$ cat config.mk
export PLATFORM = sky130hd
export DESIGN_NAME = gst_timer
export DESIGN_NICKNAME = d
export VERILOG_FILES = /design/src/rtl/gst_pkg.sv /design/src/rtl/gst_timer.sv
export SDC_FILE = /design/constraint.sdc
export NUM_CORES = 1
export LEC_CHECK = 0
export ABC_AREA = 1
export BUFFER_PORTS_ARGS = -buffer_cell sky130_fd_sc_hd__buf_2
export CORE_MARGIN = 3
export CORE_UTILIZATION = 49
export DETAILED_ROUTE_END_ITERATION = 8
export PLACE_DENSITY_LB_ADDON = 0.05
export SLEW_MARGIN = 15
export SYNTH_ARGS = -nofsm -noshare
export SYNTH_HDL_FRONTEND = slang
export SYNTH_SLANG_ARGS = --single-unit
$ cat constraint.sdc
create_clock -name sys_clk -period 1.6 [get_ports sys_clk]
set_input_delay 0.08 -clock sys_clk [delete_from_list [all_inputs] [get_ports sys_clk]]
set_output_delay 0.08 -clock sys_clk [all_outputs]
set_load 0.02 [all_outputs]
$ cat src/rtl/gst_pkg.sv
// Package for the gated sixteen-bit timer: register map, fields, encodings
package gst_pkg;

    // Register byte offsets on the AXI4-Lite bus
    localparam logic [3:0] OFF_CONTROL      = 4'h0;
    localparam logic [3:0] OFF_GATE_CONTROL = 4'h4;
    localparam logic [3:0] OFF_COUNT_VALUE  = 4'h8;
    localparam logic [3:0] OFF_STATUS       = 4'hc;

    // Reset values
    localparam logic [7:0]  CONTROL_RESET = 8'h00;
    localparam logic [7:0]  GATE_RESET    = 8'h00;
    localparam logic [15:0] COUNT_RESET   = 16'h0000;

    // Control register fields
    localparam int CTL_ON        = 0;
    localparam int CTL_SYNC      = 2;
    localparam int CTL_OSC_EN    = 3;
    localparam int CTL_PRE_LO    = 4;
    localparam int CTL_SRC_LO    = 6;
    localparam logic [7:0] CONTROL_WMASK = 8'hfd;

    // Gate control register fields
    localparam int GCT_SRC_LO    = 0;
    localparam int GCT_VALUE     = 2;
    localparam int GCT_GO_DONE   = 3;
    localparam int GCT_SPM       = 4;
    localparam int GCT_TOGGLE    = 5;
    localparam int GCT_POLARITY  = 6;
    localparam int GCT_ENABLE    = 7;
    localparam logic [7:0] GATE_WMASK = 8'hf3;

    // Status register: overflow flag, write one to clear
    localparam int STS_OVERFLOW = 0;

    // AXI responses
    localparam logic [1:0] RESP_OKAY   = 2'b00;
    localparam logic [1:0] RESP_SLVERR = 2'b10;

    typedef enum logic [1:0] {
        CLK_SYSTEM      = 2'b00,
        CLK_INSTRUCTION = 2'b01,
        CLK_EXTERNAL    = 2'b10,
        CLK_LOW_POWER   = 2'b11
    } gst_clk_src_e;

    typedef enum logic [1:0] {
        GATE_PIN        = 2'b00,
        GATE_PERIOD     = 2'b01,
        GATE_COMP1      = 2'b10,
        GATE_COMP2      = 2'b11
    } gst_gate_src_e;

    // Prescale divide-by minus one, indexed by prescale_sel
    localparam logic [2:0] PRE_DIV1 = 3'h0;
    localparam logic [2:0] PRE_DIV2 = 3'h1;
    localparam logic [2:0] PRE_DIV4 = 3'h3;
    localparam logic [2:0] PRE_DIV8 = 3'h7;

    // Clock and gate source inputs travel together
    typedef struct packed {
        logic lowPowerRcOsc;
        logic secondaryOsc;
        logic extClkPin;
    } gst_clk_in_s;

    typedef struct packed {
        logic comp2Out;
        logic comp1Out;
        logic periodMatch;
        logic extGatePin;
    } gst_gate_in_s;

endpackage : gst_pkg

$ cat src/rtl/gst_timer.sv
// Gated sixteen-bit timer/counter with AXI4-Lite register access
//
// The register offsets and the AXI4-Lite register port were decided locally.
`timescale 1ns/10ps
`default_nettype none

// What this block does
// - Clock source field picks count clock
// - Prescale field divides by 1, 2, 4, 8
// - Oscillator enable picks secondary oscillator or pin
// - External clock synchronised unless sync bit set
// - Sync bit ignored for internal clocks
// - On bit enables counting
// - One readable writable 16-bit count register
// - Special event trigger clears count
// - Gate enable matters only while timer on
// - Gate polarity selects active level
// - Toggle mode flips gate each rising edge
// - Toggle flip-flop held clear when mode off
// - Single-pulse bit puts one-shot logic in control
// - Go/done reads one while armed and waiting
// - Go/done cleared when single-pulse mode cleared
// - Gate value bit shows gate, ignores enable
// - Gate source field picks pin, period, comparators
// - Upper bytes and control bit 1 read zero
module gst_timer (
    // Clock and reset
    input  wire logic             sys_clk,
    input  wire logic             reset_n,
    // Count and gate sources
    input  wire gst_pkg::gst_clk_in_s  clkIn,
    input  wire gst_pkg::gst_gate_in_s gateIn,
    input  wire logic             specialEventTrigger,
    // Status out
    output logic                  overflowPulse,
    output logic                  overflowFlag,
    // AXI4-Lite write address and data
    input  wire logic [3:0]       s_axi_awaddr,
    input  wire logic             s_axi_awvalid,
    output logic                  s_axi_awready,
    input  wire logic [31:0]      s_axi_wdata,
    input  wire logic [3:0]       s_axi_wstrb,
    input  wire logic             s_axi_wvalid,
    output logic                  s_axi_wready,
    // AXI4-Lite write response
    output logic [1:0]            s_axi_bresp,
    output logic                  s_axi_bvalid,
    input  wire logic             s_axi_bready,
    // AXI4-Lite read
    input  wire logic [3:0]       s_axi_araddr,
    input  wire logic             s_axi_arvalid,
    output logic                  s_axi_arready,
    output logic [31:0]           s_axi_rdata,
    output logic [1:0]            s_axi_rresp,
    output logic                  s_axi_rvalid,
    input  wire logic             s_axi_rready
);
    import gst_pkg::*;

    logic [7:0]  control_q;
    logic [7:0]  gateCtl_q;
    logic [15:0] count_q;
    logic        overflow_q;
    logic        overflowPulse_q;
    logic [3:0]  awAddr_q;
    logic        awHeld_q;
    logic [31:0] wData_q;
    logic [3:0]  wStrb_q;
    logic        wHeld_q;
    logic        bValid_q;
    logic [1:0]  bResp_q;
    logic        arReady_q;
    logic        rValid_q;
    logic [31:0] rData_q;
    logic [1:0]  rResp_q;

    // Bus write handshake: address and data taken in either order; a misaligned write completes but changes nothing
    logic doWrite;
    logic wrControl;
    logic wrGate;
    logic wrCount;
    logic wrStatus;
    assign doWrite   = awHeld_q && wHeld_q && !bValid_q;
    assign wrControl = doWrite && awAddr_q == OFF_CONTROL && wStrb_q[0];
    assign wrGate    = doWrite && awAddr_q == OFF_GATE_CONTROL && wStrb_q[0];
    assign wrCount   = doWrite && awAddr_q == OFF_COUNT_VALUE;
    assign wrStatus  = doWrite && awAddr_q == OFF_STATUS && wStrb_q[0];

    always_ff @(posedge sys_clk or negedge reset_n) begin
        if (!reset_n) begin
            awHeld_q <= 1'b0;
            awAddr_q <= 4'h0;
        end else if (!awHeld_q && s_axi_awvalid) begin
            awHeld_q <= 1'b1;
            awAddr_q <= s_axi_awaddr;
        end else if (doWrite) begin
            awHeld_q <= 1'b0;
        end
    end

    always_ff @(posedge sys_clk or negedge reset_n) begin
        if (!reset_n) begin
            wHeld_q <= 1'b0;
            wData_q <= 32'h0000_0000;
            wStrb_q <= 4'h0;
        end else if (!wHeld_q && s_axi_wvalid) begin
            wHeld_q <= 1'b1;
            wData_q <= s_axi_wdata;
            wStrb_q <= s_axi_wstrb;
        end else if (doWrite) begin
            wHeld_q <= 1'b0;
        end
    end

    always_ff @(posedge sys_clk or negedge reset_n) begin
        if (!reset_n) begin
            bValid_q <= 1'b0;
            bResp_q  <= RESP_OKAY;
        end else if (doWrite) begin
            bValid_q <= 1'b1;
            bResp_q  <= RESP_OKAY;
        end else if (s_axi_bready) begin
            bValid_q <= 1'b0;
        end
    end

    // Control register; bit 1 has no storage
    always_ff @(posedge sys_clk or negedge reset_n) begin
        if (!reset_n) begin
            control_q <= CONTROL_RESET;
        end else if (wrControl) begin
            control_q <= wData_q[7:0] & CONTROL_WMASK;
        end
    end

    // Source selection
    gst_clk_src_e  clkSrc;
    gst_gate_src_e gateSrc;
    assign clkSrc  = gst_clk_src_e'(control_q[CTL_SRC_LO +: 2]);
    assign gateSrc = gst_gate_src_e'(gateCtl_q[GCT_SRC_LO +: 2]);

    // The external clock pin and secondary oscillator pass a two-stage synchroniser; the sync bit picks the direct path
    logic extRaw;
    logic extMeta_q;
    logic extSync_q;
    logic extPrev_q;
    logic extLevel;
    logic instrTick_q;
    logic lprcPrev_q;
    logic srcTick;

    assign extRaw = control_q[CTL_OSC_EN] ? clkIn.secondaryOsc : clkIn.extClkPin;

    always_ff @(posedge sys_clk or negedge reset_n) begin
        if (!reset_n) begin
            extMeta_q <= 1'b0;
            extSync_q <= 1'b0;
        end else begin
            extMeta_q <= extRaw;
            extSync_q <= extMeta_q;
        end
    end

    // sync bit set bypasses the synchroniser
    assign extLevel = control_q[CTL_SYNC] ? extRaw : extSync_q;

    always_ff @(posedge sys_clk or negedge reset_n) begin
        if (!reset_n) begin
            extPrev_q   <= 1'b0;
            lprcPrev_q  <= 1'b0;
            instrTick_q <= 1'b0;
        end else begin
            extPrev_q   <= extLevel;
            lprcPrev_q  <= clkIn.lowPowerRcOsc;
            instrTick_q <= ~instrTick_q;
        end
    end

    // one count tick per source clock; internal sources ignore sync bit
    always_comb begin
        unique case (clkSrc)
            CLK_SYSTEM:      srcTick = 1'b1;
            CLK_INSTRUCTION: srcTick = instrTick_q;
            CLK_EXTERNAL:    srcTick = extLevel && !extPrev_q;
            CLK_LOW_POWER:   srcTick = clkIn.lowPowerRcOsc && !lprcPrev_q;
        endcase
    end

    // Gate path
    logic gateRaw;
    logic gatePrev_q;
    logic gateToggle_q;
    logic gateActive;
    logic gateLevel;
    logic goDone_q;
    logic pulseOpen_q;
    logic gateAllowed;

    always_comb begin
        unique case (gateSrc)
            GATE_PIN:    gateRaw = gateIn.extGatePin;
            GATE_PERIOD: gateRaw = gateIn.periodMatch;
            GATE_COMP1:  gateRaw = gateIn.comp1Out;
            GATE_COMP2:  gateRaw = gateIn.comp2Out;
        endcase
    end

    always_ff @(posedge sys_clk or negedge reset_n) begin
        if (!reset_n) begin
            gatePrev_q <= 1'b0;
        end else begin
            gatePrev_q <= gateRaw;
        end
    end

    always_ff @(posedge sys_clk or negedge reset_n) begin
        if (!reset_n) begin
            gateToggle_q <= 1'b0;
        end else if (!gateCtl_q[GCT_TOGGLE]) begin
            gateToggle_q <= 1'b0;
        end else if (gateRaw && !gatePrev_q) begin
            gateToggle_q <= ~gateToggle_q;
        end
    end

    logic gateSel;
    assign gateSel = gateCtl_q[GCT_TOGGLE] ? gateToggle_q : gateRaw;
    assign gateActive = gateCtl_q[GCT_POLARITY] ? gateSel : ~gateSel;

    // one-shot window opens on active edge while armed, closes on its end
    logic gateActPrev_q;
    always_ff @(posedge sys_clk or negedge reset_n) begin
        if (!reset_n) begin
            gateActPrev_q <= 1'b0;
        end else begin
            gateActPrev_q <= gateActive;
        end
    end

    always_ff @(posedge sys_clk or negedge reset_n) begin
        if (!reset_n) begin
            pulseOpen_q <= 1'b0;
        end else if (!gateCtl_q[GCT_SPM]) begin
            pulseOpen_q <= 1'b0;
        end else if (goDone_q && gateActive && !gateActPrev_q) begin
            pulseOpen_q <= 1'b1;
        end else if (!gateActive) begin
            pulseOpen_q <= 1'b0;
        end
    end

    // single-pulse logic owns the gate when enabled
    assign gateLevel = gateCtl_q[GCT_SPM] ? (pulseOpen_q && gateActive) : gateActive;

    // Gate control register and go/done
    always_ff @(posedge sys_clk or negedge reset_n) begin
        if (!reset_n) begin
            gateCtl_q <= GATE_RESET;
        end else if (wrGate) begin
            gateCtl_q <= wData_q[7:0] & GATE_WMASK;
        end
    end

    always_ff @(posedge sys_clk or negedge reset_n) begin
        if (!reset_n) begin
            goDone_q <= 1'b0;
        end else if (wrGate && !wData_q[GCT_SPM]) begin
            goDone_q <= 1'b0;
        end else if (!gateCtl_q[GCT_SPM] && !wrGate) begin
            goDone_q <= 1'b0;
        end else if (goDone_q && pulseOpen_q && !gateActive) begin
            // done once the pulse has passed
            goDone_q <= 1'b0;
        end else if (wrGate) begin
            goDone_q <= wData_q[GCT_GO_DONE];
        end
    end

    // gate only matters when enabled and timer on
    assign gateAllowed = !gateCtl_q[GCT_ENABLE] || gateLevel;

    // Prescaler
    logic [2:0] preCnt_q;
    logic [2:0] preLimit;
    logic       countTick;
    always_comb begin
        unique case (control_q[CTL_PRE_LO +: 2])
            2'b00: preLimit = PRE_DIV1;
            2'b01: preLimit = PRE_DIV2;
            2'b10: preLimit = PRE_DIV4;
            2'b11: preLimit = PRE_DIV8;
        endcase
    end

    logic advance;
    // on bit gates every source tick
    assign advance = control_q[CTL_ON] && srcTick && gateAllowed;

    always_ff @(posedge sys_clk or negedge reset_n) begin
        if (!reset_n) begin
            preCnt_q <= 3'h0;
        end else if (wrControl || wrCount) begin
            preCnt_q <= 3'h0;
        end else if (advance) begin
            // divide by 1, 2, 4 or 8
            preCnt_q <= (preCnt_q >= preLimit) ? 3'h0 : preCnt_q + 3'h1;
        end
    end
    assign countTick = advance && (preCnt_q >= preLimit);

    // Counter
    logic rollOver;
    assign rollOver = countTick && count_q == 16'hffff && !specialEventTrigger && !wrCount;

    always_ff @(posedge sys_clk or negedge reset_n) begin
        if (!reset_n) begin
            count_q <= COUNT_RESET;
        end else if (specialEventTrigger) begin
            count_q <= COUNT_RESET;
        end else if (wrCount) begin
            // software writes the count, byte lanes honoured
            count_q[7:0]  <= wStrb_q[0] ? wData_q[7:0] : count_q[7:0];
            count_q[15:8] <= wStrb_q[1] ? wData_q[15:8] : count_q[15:8];
        end else if (countTick) begin
            count_q <= count_q + 16'h0001;
        end
    end

    // sticky overflow, set wins over write-one clear
    always_ff @(posedge sys_clk or negedge reset_n) begin
        if (!reset_n) begin
            overflow_q      <= 1'b0;
            overflowPulse_q <= 1'b0;
        end else begin
            overflowPulse_q <= rollOver;
            if (rollOver) begin
                overflow_q <= 1'b1;
            end else if (wrStatus && wData_q[STS_OVERFLOW]) begin
                overflow_q <= 1'b0;
            end
        end
    end

    // Read channel; one-cycle answer after address is taken
    logic [31:0] rdValue;
    logic        rdHit;
    always_comb begin
        rdValue = 32'h0000_0000;
        rdHit   = 1'b1;
        unique case (s_axi_araddr[3:2])
            OFF_CONTROL[3:2]: rdValue[7:0] = control_q;
            OFF_GATE_CONTROL[3:2]: begin
                rdValue[7:0] = gateCtl_q;
                rdValue[GCT_GO_DONE] = goDone_q;
                // live gate state, independent of enable
                rdValue[GCT_VALUE] = gateLevel;
            end
            OFF_COUNT_VALUE[3:2]: rdValue[15:0] = count_q;
            OFF_STATUS[3:2]: rdValue[STS_OVERFLOW] = overflow_q;
        endcase
        if (s_axi_araddr[1:0] != 2'b00) begin
            rdHit = 1'b0;
        end
    end

    always_ff @(posedge sys_clk or negedge reset_n) begin
        if (!reset_n) begin
            arReady_q <= 1'b1;
            rValid_q  <= 1'b0;
            rData_q   <= 32'h0000_0000;
            rResp_q   <= RESP_OKAY;
        end else if (arReady_q && s_axi_arvalid) begin
            arReady_q <= 1'b0;
            rValid_q  <= 1'b1;
            rData_q   <= rdHit ? rdValue : 32'h0000_0000;
            rResp_q   <= rdHit ? RESP_OKAY : RESP_SLVERR;
        end else if (rValid_q && s_axi_rready) begin
            rValid_q  <= 1'b0;
            arReady_q <= 1'b1;
        end
    end

    assign s_axi_awready = !awHeld_q;
    assign s_axi_wready  = !wHeld_q;
    assign s_axi_bvalid  = bValid_q;
    assign s_axi_bresp   = bResp_q;
    assign s_axi_arready = arReady_q;
    assign s_axi_rvalid  = rValid_q;
    assign s_axi_rdata   = rData_q;
    assign s_axi_rresp   = rResp_q;
    assign overflowPulse = overflowPulse_q;
    assign overflowFlag  = overflow_q;

endmodule : gst_timer

`default_nettype wire

# Yosys cells after proc, flatten, opt, wreduce, memory -nomap -nowiden
# Cells that the tools add are included.
dict set report classes {
  n_addsub 2
  order_cmp 1
  eq_ne 20
  mux 41
  bitwise_logic 3
  n_reduce_logical 62
}
# operator count
set op_table {}
lappend op_table {{16-bit two-way mux} 4}
lappend op_table {{1-bit logical AND} 30}
lappend op_table {{1-bit two-way mux} 25}
lappend op_table {{8-bit two-way mux} 3}
lappend op_table {{7-bit case mux with 3 select lines} 1}
lappend op_table {{16-bit by 1-bit adder with 16-bit output (second input constant)} 1}
lappend op_table {{16-bit equality test (second input constant)} 1}
lappend op_table {{2-bit equality test (second input constant)} 8}
lappend op_table {{1-bit logical NOT} 14}
lappend op_table {{2-bit nonzero test} 7}
lappend op_table {{1-bit case mux with 4 select lines} 3}
lappend op_table {{3-bit case mux with 4 select lines} 1}
lappend op_table {{3-bit two-way mux} 3}
lappend op_table {{2-bit by 1-bit equality test with 1-bit output (second input constant)} 4}
lappend op_table {{4-bit equality test (second input constant)} 2}
lappend op_table {{2-bit logical NOT} 4}
lappend op_table {{3-bit inequality test (second input constant)} 2}
lappend op_table {{4-bit by 3-bit equality test with 1-bit output (second input constant)} 1}
lappend op_table {{4-bit logical NOT} 1}
lappend op_table {{2-bit AND reduction} 2}
lappend op_table {{4-bit nonzero test} 1}
lappend op_table {{3-bit by 1-bit adder with 3-bit output (second input constant)} 1}
lappend op_table {{3-bit greater-or-equal comparator} 1}
lappend op_table {{3-bit by 2-bit inequality test with 1-bit output (second input constant)} 1}
lappend op_table {{5 further kinds} 8}
dict set report word_totals {
  regBits 105
  in_bits 59
  output_inout_bits 43
  wordCells 156
}

# Logic depth before layout (Yosys ltp)
dict set report depth {
  ltp_word 14
  mapped_depth 13
  mapped_depth_nobuf 13
}

# Least setup slack after synthesis
# Ideal clock, no wire load.
dict set report synth_path {
  path_type {reg2reg}
  startpoint {reg control_q[5]}
  endpoint {reg count_q[13]}
  setup_ns 0.117
  arrival_time_ns 1.616
  required_time_ns 1.483
  setup_slack_ns -0.132
  path_stages_with_launch 10
  synth_period_minus_slack_ns 1.732
  path_cell_list {dfrtp_1 -> or2_2 -> ha_1 -> nand3_1 -> o211ai_1 -> nand3_4 -> nand2_8 -> nand2_2 -> nand2_1 -> nand2_1}
}
dict set report synth_between {
  elab_chain_len 6
}
# element line_no
set synth_rtl {}
lappend synth_rtl {{start: declaration} gst_timer.sv:60} ;# logic [7:0] control_q;
lappend synth_rtl {{start signal: assignment} gst_timer.sv:132} ;# control_q <= wData_q[7:0] & CONTROL_WMASK;
lappend synth_rtl {{2-bit equality test (tied with other cells)} gst_timer.sv:287} ;# unique case (control_q[CTL_PRE_LO +: 2])
lappend synth_rtl {{3-bit case mux with 4 select lines *} gst_timer.sv:287}
lappend synth_rtl {{3-bit greater-or-equal comparator *} gst_timer.sv:309} ;# assign countTick = advance && (preCnt_q >= preLimit);
lappend synth_rtl {{1-bit logical AND *} gst_timer.sv:309}
lappend synth_rtl {{3-bit nonzero test (no line) *} -}
lappend synth_rtl {{2-bit AND reduction (no line) *} -}
lappend synth_rtl {{end signal: assignment} gst_timer.sv:323} ;# count_q[15:8] <= wStrb_q[1] ? wData_q[15:8] : count_q[15:8];
lappend synth_rtl {{end signal: assignment} gst_timer.sv:325} ;# count_q <= count_q + 16'h0001;
lappend synth_rtl {{end: declaration} gst_timer.sv:62} ;# logic [15:0] count_q;
# Mark *: on every way between the ends. The rest lies on a longest branch, timed or not.
# A chain may end at the register's enable or synchronous reset.

# Final worst setup path
dict set report layout_path {
  startpoint {reg control_q[4]}
  endpoint {reg count_q[15]}
}
# The elaborated chain is that of the path after synthesis.

==> results.py <==
metrics = {
    "floorplanning": {
        "coreArea_um2": 8760,
        "dieArea_um2": 10200,
        "start_util_pct": 50.4,
        "die_h_um": 101,
        "num_rows": 34,
        "ioPinCount": 102,
        "die_w_um": 101,
    },
    "pwr": {
        "vdd.ir_drop.worst_mv": 0.918,
        "leakagePower_nw": 2.99,
        "power_density_nw_per_um2": 1410,
    },
    "worst_setup_path": {
        "max_stage_delay_ns": 0.42,
        "crit_arrival_ns": 2.09,
        "critPathLaunch": "control_q[4]",
        "timing.rr.start": "control_q[4]",
        "end_kind": "flop",
        "worstPathCellList": "or2_4 -> ha_4 -> nand3_2 -> o211ai_1 -> nand3_4 -> nand2_8 -> buf_6 -> nand3_1 -> nand2_1",
        "cp.required_ns": 1.90,
        "slowest_stage": "dfrtp_1",
        "worstPathMaxFanout": 6,
        "crit_type": "flop to flop",
        "critPathLaunchType": "flop",
    },
    "final_layout": {
        "area_delta_synth_final_pct": 32.8,
        "instances_no_fill": 766,
        "drive_gt1_share_pct": 30.2,
        "final_common_cell": "nand2_1",
        "mostFrequentLayoutCells": "nand2_1 (106), dfrtp_1 (87), buf_2 (63), inv_1 (52), buf_4 (49)",
        "num_antenna_cells": 0,
        "utilization_pct": 67.0,
        "finalNetCount": 717,
    },
    "synthesis": {
        "synth-seq-cells": 88,
        "yosysWarnings": 0,
        "async_reset_ff_share_pct": 100,
        "synth_flop_cell": "dfrtp_1",
        "synth.area.top_cells": "dfrtp_1 (49%), nand2_1 (9.5%), nand3_1 (4.5%)",
        "syn_avg_cell_area_um2": 8.77,
        "seq_area_frac_synth_pct": 49.8,
        "ys_types": 45,
        "synth_edf_count": 0,
        "syn_inst": 504,
        "yosys.area.top_type": "dfrtp_1",
        "yosys.area.top_type_share_pct": 49.2,
        "netlist_area_um2": 4420,
    },
    "timing": {
        "drv_slew": 0,
        "clock_skew_ns": 0.0121,
        "rsz0062_at_grt": "true",
        "max_freq_mhz": 560,
        "finalCritPeriodShare_pct": 112,
        "hold_slack_ns": 0.0680,
        "timing.final.ws_setup_ns": -0.186,
        "hold_viol_final": 0,
        "min_period_ns": 1.79,
        "setup_viol": 19,
    },
    "clock_network": {
        "clock_sinks": 88,
        "clock_latency_ns": 0.36,
        "max-clock-path-buffers": 2,
        "cts_tree": "done",
        "numCtsBuffers": 9,
        "clkTransAtPathRegs_ns": 0.09,
        "root_buffer": "clkbuf_8",
        "cts.htree.levels": 3,
    },
    "worst_hold_path": {
        "hold_class": "input pin to flop",
        "hp-start": "clkIn[0]",
    },
    "outcome": {
        "status": "finished, violations left",
        "violations": "negative setup slack",
    },
    "global_route": {
        "grt_pass1_vias": 3726,
        "grt_max_degree": 35,
        "grt_first_pass_wirelength_mm": 18.0,
        "grt_usage_pct": 22.6,
        "antenna_found_initial": 0,
        "gr-total-overflow": 0,
    },
    "route": {
        "via_per_inst": 5.05,
        "vias": 3869,
        "dr.first_iter.drc_count": 166,
        "antenna_left": 0,
        "first_pass_iters": 5,
        "wirelength_mm": 10.7,
        "drc": 0,
        "route.detailed.wl_per_inst_um": 14.0,
    },
    "place": {
        "port_buffers": 64,
        "place.gp.congestion": 0.885,
        "hpwl_mm": 7.76,
        "placedCellCount": 715,
    },
    "run": {
        "cap_violations": 0,
    },
}
cells by family after synthesis:
group                      Yosys count  synth area share, %
AOI/OAI and AO/OA                   90                 12.0
DFF                                 88                 49.8
muxes                               11                 2.80
other                                1               0.0848
xor gates and xnor gates             8                 1.59
and+or+nand+nor                    213                 22.7
buffers and inverters               88                 9.57
adders and majority gates            5                 1.42
metrics by stage:
step	instance area, um2	power [W]	TNS [ns]	worst slack [ns]
after global routing	5870	0.00885	-5.32	-0.298
after CTS	5820	0.00825	-2.48	-0.162
final	5870	0.00829	-3.04	-0.186
after detailed placement	5200	0.00616	-4.25	-0.257
after global placement	5200	0.00606	-2.32	-0.156
after floorplan	4520	0.00505	-0.911	-0.0635
power breakdown:
part | total, W | switching, W | internal (W)
logic | 0.00312 | 0.00172 | 0.00140
clock network | 0.00189 | 0.000805 | 0.00108
registers | 0.00329 | 0.000429 | 0.00286
sequential cells by signal, summed over array words and instances, names as in the netlist, 2 cells and up:
signal / count
awAddr_q: 4
wStrb_q: 2
wData_q: 16
s_axi_rdata: 16
gateCtl_q: 6
control_q: 7
preCnt_q: 3
count_q: 16
path summary, 6_finish.rpt:
| path | end | slack [ns] | depth (start not counted) |
|---|---|---|---|
| worst max-delay path | count_q[15] | -0.19 | 9 |
| worst min-delay path | extPrev_q | 0.07 | 5 |
| worst max register to register | count_q[15] | -0.19 | 9 |
| worst min register to register | extSync_q | 0.38 | 0 |
| max in group asynchronous | s_axi_arready | 0.85 | 3 |
| min in group asynchronous | gatePrev_q | 0.19 | 2 |
layer usage:
| metal | wire length [um] | vias to the layer above | part of all wire (%) | global-route usage, % |
|---|---|---|---|---|
| met1 | 4980 | 1829 | 46 | 31.2 |
| met5 | 0 | - | 0 | 0 |
| met4 | 201 | 0 | 1.9 | 7.26 |
| met3 | 459 | 16 | 4.3 | 3.67 |
| li1 | - | 1920 | - | - |
| met2 | 5110 | 104 | 48 | 36.5 |
Yosys cell counts, types with 2 or more instances:
cell type and instances:
o31ai_1 2, a221oi_1 2, nand3_2 4, nand4_1 3, ha_1 5, xor2_1 7, clkbuf_1 5, inv_2 7
nand2_4 2, or2_2 4, o21ai_2 2, nor3_1 3, o21ai_0 38, buf_2 2, nor2_1 27, nor3_2 4
a32o_1 5, o22ai_1 9, nand2_2 6, nand3_1 40, dfrtp_1 87, nand2_1 112, a21oi_1 24, buf_4 19
o21ai_1 3, inv_1 52, o211ai_1 2, mux2_2 11
what timing repair did:
action / in CTS / in global routing
endpoints found under the hold margin: 79 / 0
pin swaps: 7 / 3
gates resized for setup: 14 / 8
hold buffers: 28 / 0
setup endpoints to repair: 21 / 21
cloned: 1 / 0
buffers inserted: 5 / 2
worst max-delay path: cells and delay by family, from the launching register on:
family | cells | cell delay, ns
AOI/OAI and AO/OA | 1 | 0.15
adders and majority gates | 1 | 0.26
buffers and inverters | 1 | 0.12
DFF | 1 | 0.42
and+or+nand+nor | 6 | 0.77
final cells by class:
| type | instances | area [um2] |
|---|---|---|
| tap | 108 | 135 |
| inverter | 60 | 225 |
| clock inverter | 5 | 104 |
| timing repair buffer | 147 | 1080 |
| multi-input combinational | 347 | 1980 |
| clock buffer | 11 | 141 |
| sequential | 88 | 2200 |
| fill | 716 | 2890 |
(Power assumes the default switching activity.)
